--- config.mk ---
export PLATFORM = sky130hd
export DESIGN_NAME = cfr_flags
export DESIGN_NICKNAME = d
export VERILOG_FILES = /design/src/include/cfr_pkg.sv /design/src/design/cfr_port_gate.sv /design/src/design/cfr_reset_ctl.sv /design/src/design/cfr_flags.sv
export SDC_FILE = /design/constraint.sdc
export NUM_CORES = 1
export LEC_CHECK = 0
export BUFFER_PORTS_ARGS = -buffer_cell sky130_fd_sc_hd__buf_2
export CORE_UTILIZATION = 30
export CTS_CLUSTER_DIAMETER = 100
export DETAILED_ROUTE_END_ITERATION = 12
export PLACE_DENSITY = 0.64
export SYNTH_ARGS = -nofsm -noshare
export SYNTH_HDL_FRONTEND = slang
export SYNTH_SLANG_ARGS = --single-unit
--- constraint.sdc ---
create_clock -name clk -period 2.4 [get_ports clk]
set_input_delay 0.24 -clock clk [delete_from_list [all_inputs] [get_ports clk]]
set_output_delay 0.24 -clock clk [all_outputs]
set_load 0.01 [all_outputs]
--- src/include/cfr_pkg.sv ---
/*
 * Shared constants and carrier types for the CPU flag register block:
 * register offsets, flag bit positions, reset values and timing counts.
 * Assumes a 16-bit flag word and a 32-bit Avalon-MM register bus.
 */
package cfr_pkg;

    // flag word layout
    localparam int unsigned FLAG_W       = 16;
    localparam int unsigned BIT_CARRY    = 0;
    localparam int unsigned BIT_DEBUG    = 1;
    localparam int unsigned BIT_ZERO     = 2;
    localparam int unsigned BIT_SIGN     = 3;
    localparam int unsigned BIT_BANK     = 4;
    localparam int unsigned BIT_OVF      = 5;
    localparam int unsigned BIT_IEN      = 6;
    localparam int unsigned BIT_STACK    = 7;
    localparam int unsigned IPL_LO       = 12;
    localparam int unsigned IPL_W        = 3;
    localparam logic [15:0] FLAGS_RESET  = 16'h0000;
    localparam logic [15:0] FLAGS_MASK   = 16'h70FF;

    // register byte offsets and ctrl/status bit positions
    localparam logic [3:0]  OFS_FLAGS    = 4'h0;
    localparam logic [3:0]  OFS_CTRL     = 4'h4;
    localparam logic [3:0]  OFS_STATUS   = 4'h8;
    localparam int unsigned CTRL_SWRST   = 0;
    localparam int unsigned ST_BANK      = 0;
    localparam int unsigned ST_STACK     = 1;
    localparam int unsigned ST_STEP      = 2;
    localparam int unsigned ST_RUN       = 3;

    // timing and vector limits
    localparam int unsigned MIN_RST_CYCLES = 20;
    localparam logic [5:0]  SWINT_SPLIT    = 6'h20;
    localparam int unsigned VEC_W          = 20;

    typedef struct packed {
        logic        upd_c;
        logic        upd_z;
        logic        upd_s;
        logic        upd_o;
        logic        carry;
        logic        ovf;
        logic [15:0] result;
    } cfr_alu_t;

    typedef struct packed {
        logic       req;
        logic [2:0] prio;
        logic       maskable;
    } cfr_irq_t;

    typedef struct packed {
        logic       valid;
        logic [5:0] num;
    } cfr_swint_t;

endpackage : cfr_pkg

--- src/design/cfr_port_gate.sv ---
/*
 * Output gate for a group of general-purpose port pins.
 * Assumes core_rst is high for every kind of reset; pins then float.
 */
`timescale 1ns/100ps
module cfr_port_gate #(
    parameter int unsigned WIDTH = 8
) (
    input  wire logic             clk,
    input  wire logic             nrst,
    input  wire logic             ce,
    input  wire logic             core_rst,
    input  wire logic [WIDTH-1:0] oe_req,
    input  wire logic [WIDTH-1:0] out_req,
    output logic      [WIDTH-1:0] port_oe,
    output logic      [WIDTH-1:0] port_out
);
    if (WIDTH < 1) begin : g_chk
        $error("cfr_port_gate: WIDTH must be at least 1");
    end

    // pins are inputs while any reset is held
    always_ff @(posedge clk or negedge nrst) begin
        if (!nrst) begin
            port_oe  <= '0;
            port_out <= '0;
        end else if (ce) begin
            port_oe  <= core_rst ? '0 : oe_req;
            port_out <= core_rst ? '0 : out_req;
        end
    end

    a_port_float: assert property (@(posedge clk) disable iff (!nrst)
        core_rst && ce |=> port_oe == '0)
        else $error("port driven during reset");

endmodule : cfr_port_gate

--- src/design/cfr_reset_ctl.sv ---
/*
 * Reset sequencer: holds the core in reset after the pin or a software
 * request, waits for a stable main clock, then pulses fetch_start.
 * Assumes clk_stable is synchronous to clk.
 */
`timescale 1ns/100ps
module cfr_reset_ctl #(
    parameter int unsigned HOLD_CYCLES = cfr_pkg::MIN_RST_CYCLES
) (
    input  wire logic clk,
    input  wire logic nrst,
    input  wire logic ce,
    input  wire logic sw_reset_req,
    input  wire logic clk_stable,
    output logic      core_rst,
    output logic      fetch_start,
    output logic      running
);
    import cfr_pkg::*;

    localparam int unsigned CNT_W = $clog2(HOLD_CYCLES + 1);

    if (HOLD_CYCLES < 1) begin : g_chk
        $error("cfr_reset_ctl: HOLD_CYCLES must be at least 1");
    end

    typedef enum logic [1:0] {RST_SW_HOLD, RST_WAIT_CLK, RST_RUN} cfr_rst_state_t;

    cfr_rst_state_t   state;
    logic [CNT_W-1:0] hold_cnt;

    // software reset mimics the pin's minimum hold time
    always_ff @(posedge clk or negedge nrst) begin
        if (!nrst) begin
            state       <= RST_WAIT_CLK;
            hold_cnt    <= '0;
            core_rst    <= 1'b1;
            fetch_start <= 1'b0;
            running     <= 1'b0;
        end else if (ce) begin
            fetch_start <= 1'b0;
            unique case (state)
                RST_SW_HOLD: begin
                    if (hold_cnt == CNT_W'(HOLD_CYCLES - 1)) begin
                        state <= RST_WAIT_CLK;
                    end
                    hold_cnt <= hold_cnt + 1'b1;
                end
                RST_WAIT_CLK: begin
                    if (clk_stable) begin
                        state       <= RST_RUN;
                        core_rst    <= 1'b0;
                        fetch_start <= 1'b1;
                        running     <= 1'b1;
                    end
                end
                RST_RUN: begin
                    if (sw_reset_req) begin
                        state    <= RST_SW_HOLD;
                        hold_cnt <= '0;
                        core_rst <= 1'b1;
                        running  <= 1'b0;
                    end
                end
            endcase
        end
    end

    a_fetch_stable: assert property (@(posedge clk) disable iff (!nrst)
        $rose(fetch_start) |-> $past(clk_stable) && !core_rst)
        else $error("fetch started without stable clock");

    a_sw_hold_len: assert property (@(posedge clk) disable iff (!nrst)
        $rose(core_rst) |-> core_rst [*8])
        else $error("software reset released too early");

endmodule : cfr_reset_ctl

--- src/design/cfr_flags.sv ---
/*
 * Processor status flag word with interrupt gating and reset entry.
 * Holds carry, debug, zero, sign, bank, overflow, interrupt enable,
 * stack select and the priority level; gates interrupt acceptance;
 * sequences reset and floats the port pins. Registers sit on an
 * Avalon-MM slave with waitrequest. Assumes one clock, synchronous
 * inputs, and an ALU that presents its result with update strobes.
 */

// Contract
// - Bit 0 takes the ALU carry, borrow or shifted-out bit.
// - With bit 1 set a single-step interrupt follows each instruction; the ack clears it.
// - Bit 2 is one for a zero ALU result and zero otherwise.
// - Bit 3 is one for a negative ALU result and zero otherwise.
// - Bit 4 selects register bank zero or one.
// - Bit 5 is one on ALU overflow and zero otherwise.
// - Bit 6 gates maskable interrupts and is cleared when one is acknowledged.
// - Bit 7 selects the interrupt stack pointer at zero and the user stack pointer at one.
// - Bit 7 clears on a hardware interrupt or a software interrupt numbered 0 to 31.
// - Bits 8 to 11 and bit 15 are reserved and read as zero.
// - Bits 12 to 14 hold the priority level from 0 to 7.
// - An interrupt is taken only if its priority exceeds the priority level.
// - After reset, with a stable clock, fetching starts at the reset vector.
// - Pin reset and software reset leave the same state behind.
// - Port pins float while reset is held.
`timescale 1ns/100ps
module cfr_flags #(
    parameter int unsigned PORT_W     = 8,
    parameter int unsigned RST_HOLD   = cfr_pkg::MIN_RST_CYCLES
) (
    input  wire logic                        clk,
    input  wire logic                        nrst,
    input  wire logic                        ce,
    // avalon-mm slave
    input  wire logic [3:0]                  address,
    input  wire logic                        read,
    input  wire logic                        write,
    input  wire logic [31:0]                 writedata,
    input  wire logic [3:0]                  byteenable,
    output logic      [31:0]                 readdata,
    output logic                             waitrequest,
    // core side
    input  wire logic                        clk_stable,
    input  wire logic [cfr_pkg::VEC_W-1:0]   reset_vector,
    input  wire cfr_pkg::cfr_alu_t           alu,
    input  wire logic                        flag_wr,
    input  wire logic [15:0]                 flag_wdata,
    input  wire logic                        instr_done,
    input  wire cfr_pkg::cfr_irq_t           irq,
    input  wire logic                        step_ack,
    input  wire cfr_pkg::cfr_swint_t         swint,
    output logic                             irq_accept,
    output logic                             step_irq,
    output logic [15:0]                      flags,
    output logic                             bank_sel,
    output logic                             stack_sel,
    output logic [2:0]                       cpu_priority_level,
    output logic                             core_rst,
    output logic                             fetch_start,
    output logic [cfr_pkg::VEC_W-1:0]        fetch_addr,
    // port pins
    input  wire logic [PORT_W-1:0]           port_oe_req,
    input  wire logic [PORT_W-1:0]           port_out_req,
    output logic      [PORT_W-1:0]           port_oe,
    output logic      [PORT_W-1:0]           port_out
);
    import cfr_pkg::*;

    if (PORT_W < 1 || RST_HOLD < MIN_RST_CYCLES) begin : g_chk
        $error("cfr_flags: PORT_W or RST_HOLD out of range");
    end

    logic [15:0] next_flags;
    logic [15:0] bus_mask;
    logic        bus_done;
    logic        bus_flag_wr;
    logic        accept_now;
    logic        swint_low;
    logic        sw_reset_req;
    logic        running;
    logic        next_step;

    // reset sequencing and pin floating
    cfr_reset_ctl #(
        .HOLD_CYCLES (RST_HOLD)
    ) u_rst (
        .clk          (clk),
        .nrst         (nrst),
        .ce           (ce),
        .sw_reset_req (sw_reset_req),
        .clk_stable   (clk_stable),
        .core_rst     (core_rst),
        .fetch_start  (fetch_start),
        .running      (running)
    );

    cfr_port_gate #(
        .WIDTH (PORT_W)
    ) u_ports (
        .clk      (clk),
        .nrst     (nrst),
        .ce       (ce),
        .core_rst (core_rst),
        .oe_req   (port_oe_req),
        .out_req  (port_out_req),
        .port_oe  (port_oe),
        .port_out (port_out)
    );

    // bus handshake: one wait cycle, then the transfer completes
    assign bus_done    = (read || write) && !waitrequest;
    assign bus_flag_wr = write && bus_done && address == OFS_FLAGS;
    assign bus_mask    = {{8{byteenable[1]}}, {8{byteenable[0]}}};

    always_ff @(posedge clk or negedge nrst) begin
        if (!nrst) begin
            waitrequest <= 1'b1;
        end else if (ce) begin
            waitrequest <= !((read || write) && waitrequest);
        end
    end

    // read data registered in the wait cycle so it stands with the answer
    always_ff @(posedge clk or negedge nrst) begin
        if (!nrst) begin
            readdata <= 32'h0000_0000;
        end else if (ce && read && waitrequest) begin
            unique case (address)
                OFS_FLAGS:  readdata <= {16'h0000, flags};
                OFS_STATUS: readdata <= {28'h000_0000, running, step_irq,
                                         stack_sel, bank_sel};
                default:    readdata <= 32'h0000_0000; // ctrl and unmapped
            endcase
        end
    end

    // software reset request, a one-cycle pulse into the sequencer
    always_ff @(posedge clk or negedge nrst) begin
        if (!nrst) begin
            sw_reset_req <= 1'b0;
        end else if (ce) begin
            sw_reset_req <= write && bus_done && address == OFS_CTRL
                            && byteenable[0] && writedata[CTRL_SWRST];
        end
    end

    // interrupt gate; a pending single step outranks a new request
    assign accept_now = irq.req && !core_rst && !step_irq
                        && irq.prio > flags[IPL_LO +: IPL_W]
                        && (!irq.maskable || flags[BIT_IEN]);
    assign swint_low  = swint.valid && swint.num < SWINT_SPLIT;

    always_ff @(posedge clk or negedge nrst) begin
        if (!nrst) begin
            irq_accept <= 1'b0;
        end else if (ce) begin
            irq_accept <= accept_now;
        end
    end

    // single step: the set wins over an acknowledge in the same cycle
    always_comb begin
        next_step = step_irq;
        if (step_ack) begin
            next_step = 1'b0;
        end
        if (instr_done && flags[BIT_DEBUG]) begin
            next_step = 1'b1;
        end
        if (core_rst) begin
            next_step = 1'b0;
        end
    end

    always_ff @(posedge clk or negedge nrst) begin
        if (!nrst) begin
            step_irq <= 1'b0;
        end else if (ce) begin
            step_irq <= next_step;
        end
    end

    // flag word: writes first, then alu results, then interrupt clears
    always_comb begin
        next_flags = flags;
        if (flag_wr) begin
            next_flags = flag_wdata;
        end else if (bus_flag_wr) begin
            next_flags = (flags & ~bus_mask) | (writedata[15:0] & bus_mask);
        end
        if (alu.upd_c) begin
            next_flags[BIT_CARRY] = alu.carry;
        end
        if (alu.upd_z) begin
            next_flags[BIT_ZERO] = alu.result == 16'h0000;
        end
        if (alu.upd_s) begin
            next_flags[BIT_SIGN] = alu.result[FLAG_W-1];
        end
        if (alu.upd_o) begin
            next_flags[BIT_OVF] = alu.ovf;
        end
        if (swint_low) begin
            next_flags[BIT_STACK] = 1'b0;
        end
        if (accept_now) begin
            next_flags[BIT_IEN]   = 1'b0;
            next_flags[BIT_STACK] = 1'b0;
        end
        if (step_ack) begin
            next_flags[BIT_DEBUG] = 1'b0;
            next_flags[BIT_IEN]   = 1'b0;
            next_flags[BIT_STACK] = 1'b0;
        end
        next_flags = next_flags & FLAGS_MASK;
        if (core_rst) begin
            next_flags = FLAGS_RESET;
        end
    end

    // same clear for pin and software reset, so both end alike
    always_ff @(posedge clk or negedge nrst) begin
        if (!nrst) begin
            flags <= FLAGS_RESET;
        end else if (ce) begin
            flags <= next_flags;
        end
    end

    // selects are plain flag bits, so they switch with the word
    assign bank_sel           = flags[BIT_BANK];
    assign stack_sel          = flags[BIT_STACK];
    assign cpu_priority_level = flags[IPL_LO +: IPL_W];

    // vector sampled throughout reset, stable by the fetch pulse
    always_ff @(posedge clk or negedge nrst) begin
        if (!nrst) begin
            fetch_addr <= '0;
        end else if (ce && core_rst) begin
            fetch_addr <= reset_vector;
        end
    end

    // flag update checks
    a_carry_take: assert property (@(posedge clk) disable iff (!nrst)
        ce && !core_rst && alu.upd_c |=> flags[BIT_CARRY] == $past(alu.carry))
        else $error("carry flag not taken from alu");

    a_zero_flag: assert property (@(posedge clk) disable iff (!nrst)
        ce && !core_rst && alu.upd_z
        |=> flags[BIT_ZERO] == ($past(alu.result) == 16'h0000))
        else $error("zero flag wrong");

    a_sign_flag: assert property (@(posedge clk) disable iff (!nrst)
        ce && !core_rst && alu.upd_s
        |=> flags[BIT_SIGN] == $past(alu.result[15]))
        else $error("sign flag wrong");

    a_ovf_flag: assert property (@(posedge clk) disable iff (!nrst)
        ce && !core_rst && alu.upd_o |=> flags[BIT_OVF] == $past(alu.ovf))
        else $error("overflow flag wrong");

    a_step_raise: assert property (@(posedge clk) disable iff (!nrst)
        ce && !core_rst && instr_done && flags[BIT_DEBUG] |=> step_irq)
        else $error("single step not raised");

    a_step_ack: assert property (@(posedge clk) disable iff (!nrst)
        ce && step_ack |=> !flags[BIT_DEBUG] && !flags[BIT_IEN])
        else $error("debug flag kept after acknowledge");

    // interrupt gate and reserved bit checks
    a_prio_block: assert property (@(posedge clk) disable iff (!nrst)
        ce && irq.prio <= flags[IPL_LO +: IPL_W] |=> !irq_accept)
        else $error("interrupt taken at or below level");

    a_mask_block: assert property (@(posedge clk) disable iff (!nrst)
        ce && irq.maskable && !flags[BIT_IEN] |=> !irq_accept)
        else $error("masked interrupt taken");

    a_accept_clear: assert property (@(posedge clk) disable iff (!nrst)
        $rose(irq_accept) |-> !flags[BIT_IEN] && !stack_sel)
        else $error("accept left enable or user stack");

    a_swint_stack: assert property (@(posedge clk) disable iff (!nrst)
        ce && !core_rst && swint_low |=> !stack_sel)
        else $error("low software interrupt kept user stack");

    a_reserved_zero: assert property (@(posedge clk) disable iff (!nrst)
        ce && flag_wr ##1 1'b1 |-> (flags & ~FLAGS_MASK) == 16'h0000)
        else $error("reserved flag bits set");

    // reset, vector and bus checks
    a_reset_clean: assert property (@(posedge clk) disable iff (!nrst)
        ce && core_rst |=> flags == FLAGS_RESET && !step_irq)
        else $error("reset left flags set");

    a_fetch_vector: assert property (@(posedge clk) disable iff (!nrst)
        $rose(fetch_start) |-> fetch_addr == $past(reset_vector))
        else $error("fetch address not the reset vector");

    a_bus_answer: assert property (@(posedge clk) disable iff (!nrst)
        ce && (read || write) && waitrequest |=> !waitrequest ##1 waitrequest)
        else $error("bus answer not one cycle late");

    // level and bank move only by a write or a reset
    a_level_hold: assert property (@(posedge clk) disable iff (!nrst)
        ce && !core_rst && !flag_wr && !bus_flag_wr
        |=> $stable(flags[IPL_LO +: IPL_W]))
        else $error("priority level changed without a write");

    a_bank_hold: assert property (@(posedge clk) disable iff (!nrst)
        ce && !core_rst && !flag_wr && !bus_flag_wr
        |=> $stable(bank_sel))
        else $error("bank select changed without a write");

    a_accept_legal: assert property (@(posedge clk) disable iff (!nrst)
        $past(ce) && irq_accept
        |-> $past(irq.req) && $past(irq.prio) > $past(flags[IPL_LO +: IPL_W]))
        else $error("interrupt taken without higher priority");

    a_step_block: assert property (@(posedge clk) disable iff (!nrst)
        ce && step_irq |=> !irq_accept)
        else $error("interrupt taken over pending single step");

    a_freeze_flags: assert property (@(posedge clk) disable iff (!nrst)
        !ce |=> $stable(flags) && $stable(irq_accept))
        else $error("state moved with clock enable low");

    a_port_quiet: assert property (@(posedge clk) disable iff (!nrst)
        ce && core_rst |=> port_out == '0)
        else $error("port output value driven during reset");

    // main scenarios worth seeing reached
    c_irq_taken: cover property (@(posedge clk) disable iff (!nrst) $rose(irq_accept));
    c_step_done: cover property (@(posedge clk) disable iff (!nrst) step_irq ##1 !step_irq);
    c_sw_reset:  cover property (@(posedge clk) disable iff (!nrst) sw_reset_req ##[1:60] fetch_start);
    c_swint_low: cover property (@(posedge clk) disable iff (!nrst) stack_sel && swint_low);
    c_ce_freeze: cover property (@(posedge clk) disable iff (!nrst) !ce ##1 ce);

endmodule : cfr_flags

==> results.toml <==
[outcome]
status = "completed"

[synth]
avgSynthCellArea_um2 = 10.9
synthFlopType = "dfrtp_1"
yosys_warnings = 0
synth_top_area_share = 0.462
synth_area_um2 = 3740
synth_xor_area_frac = 0
synthMuxAreaShare = 0.118
synth-simple-area-share = 0.104
netlist_instances = 344
synth_adder_area_share = 0.0234
synth_edf_count = 0
synth-compound-area-share = 0.164
synth_area_leader_cell = "dfrtp_1"
synth_area_leaders = "dfrtp_1 (46%), mux2_2 (7.2%), buf_4 (6.2%)"
synth-async-reset-ratio = 1.00
synth_cell_types = 44
ys_ff_latch = 72
seq_area_frac_synth = 0.483
synth_top_family_by_area = "compound AO/OA/AOI/OAI gates"

[worst_setup_path]
timing.rr.start = "flags[14]"
reg2regPathDepth = 6
crit_path_max_fanout = 6
arrival_ns = 2.34
rrSetupSlack_ns = 0.32
start_kind = "flip-flop"
crit_start = "flags[14]"
end_kind = "flip-flop"
required_ns = 2.66
worst_r2r_endpoint = "flags[7]"
criticalPathCategory = "flip-flop to flip-flop"

[route]
drtPass1Iterations = 4
vias = 3179
drc = 0
wire_per_inst_um = 14.2
drtIter0Drc = 193
wl_um = 9630
viasPerCell = 4.69
ant_nets = 0

[pwr]
cellPowerDensity_nw_per_um2 = 990
ir_drop_mv = 0.402
power.leakage_nw = 2.51

[placed_design]
io_buffers = 169
place_ws_ns = 0.359
hpwl_um = 7320
gp_congestion = 0.767
dp.cells = 662

[sta]
setup-violations-final = 0
layout_setup_ws_ns = 0.319
period_needed_ns = 2.08
slew_headroom = 0.400
hold_viol = 0
fin_crit_sh = 0.867
rsz0062_at_grt = "no"
slew_violations = 0
fin_skew_ns = 0.0111
worst_pin_slew_ns = 0.900
fmax_mhz = 481
tns_ns = 0

[cts]
clkSinkCount = 72
cts_tree = "yes"
postCtsSetupRepairBufs = 0
clkTransAtPathRegs_ns = 0.06
cts_root_buf = "clkbuf_16"
cts_repair_resize_count = 0
numCtsBuffers = 9
postCtsHoldBufs = 0
cts_buffer_depth = 2
cts.htree.levels = 3
clk_latency_ns = 0.33

[die]
die_w_um = 114
fp.dieH_um = 114
fp-row-count = 40
initial_utilization = 0.310
die_area_um2 = 12900
core_area_um2 = 12100
num_io_pins = 229

[layout]
final_util = 0.411
layout.cells.non_filler = 678
antennaDiodeCount = 0
syn_to_final_growth_pct = 32.6
nets = 647
drive_above_1_share = 0.437

[global_route]
first_global_vias = 3034
grt_pass1_wl_um = 15000
grt_max_degree = 73
grtUsageTotal = 0.151
antenna_found_initial = 0
overflow = 0

[flow_run]
maxCapViolations = 0

[min_path]
hold_path.class = "input pin to async pin"
cells in the mapped netlist, types with 5 or more instances:
master and n:
mux2i_1 17, clkbuf_1 14, o31ai_1 6, nand2b_1 6, o2bb2ai_1 6, nor2_1 8
mux2_2 24, o21ai_0 27, dfrtp_1 69, inv_1 22, ha_1 7, buf_4 31
nand3b_1 14, nand2_1 21, a22o_1 17, nand3_1 5
cell type report:
| cell class | instances | area, um2 |
|---|---|---|
| clock buffer | 11 | 243 |
| inverter | 23 | 86.3 |
| clock inverter | 5 | 105 |
| timing repair buffer | 173 | 878 |
| tap | 168 | 210 |
| fill | 1181 | 7110 |
| multi-input combinational | 226 | 1630 |
| sequential | 72 | 1810 |
layer usage:
layer,GRT usage,up-vias,share of wire
li1,-,1510,-
met1,0.187,1517,0.44
met2,0.254,136,0.48
met3,0.0388,16,0.058
met4,0.0561,0,0.020
met5,0,-,0
logic make-up after synthesis:
logic type | Yosys count
compound gates | 83
flops | 72
buf+inv | 71
simple gates | 69
mux | 41
fa+ha+maj | 7
other cells | 1
layout by cell type, fill, tap and decap left out, drive strengths merged, types with 3 or more instances in the layout:
master	synthesis	layout
nand3b	14	14
dfrtp	69	69
mux2	24	24
nor4	4	4
buf	34	173
nand2b	6	6
a221oi	3	3
o31ai	9	9
a32o	4	4
conb	1	26
o311ai	3	3
or2	3	3
nand2	21	21
o21ai	28	28
dfstp	3	3
mux2i	17	17
inv	22	22
ha	7	7
nand3	5	5
a22o	17	17
bufinv	0	3
clkbuf	14	11
o2bb2ai	6	6
nor2	8	8
worst max-delay path: stages, from the launching register on:
cell	delay [ns]
dfrtp_1	0.46
inv_1	0.07
ha_1	0.31
nand3_1	0.08
and4b_1	0.22
a2111oi_0	0.60
a32o_1	0.27
power by group:
| group | total (W) | internal, W | leakage (nW) | switching [W] |
|---|---|---|---|---|
| registers | 0.00188 | 0.00159 | 0.897 | 0.000284 |
| clock network | 0.00154 | 0.00104 | 0.162 | 0.000496 |
| logic | 0.00149 | 0.000742 | 1.45 | 0.000750 |
how the worst max path moves through the flow:
| stage | to | slack [ns] | cells after the start |
|---|---|---|---|
| 2_1_floorplan | u_rst.state[1] | 0.56 | 5 |
| 3_3_place_gp | u_rst.state[1] | 0.46 | 6 |
| 3_5_place_dp | flags[7] | 0.36 | 6 |
| 4_1_cts | flags[7] | 0.32 | 6 |
| 5_1_grt | flags[7] | 0.11 | 6 |
| 6_report | flags[7] | 0.32 | 6 |
sequential cells by signal (all words and copies together), names as in the netlist:
name               cells
u_rst.running          1
flags                 11
irq_accept             1
u_rst.state            2
readdata              11
u_rst.hold_cnt         5
step_irq               1
u_rst.fetch_start      1
sw_reset_req           1
u_ports.port_out       8
fetch_addr            20
u_ports.port_oe        8
waitrequest            1
u_rst.core_rst         1
per-stage QoR:
stage | power [W] | area (um2) | hold slack (ns)
final | 0.00491 | 4960 | 0.0372
after CTS | 0.00498 | 4960 | 0.0744
after global routing | 0.00523 | 4960 | 0.117
after floorplan | 0.00281 | 3830 | -0.0556
after detailed placement | 0.00341 | 4610 | 0.433
after global placement | 0.00333 | 4610 | 0.418
Note: power is estimated with default switching activity, not from simulation.
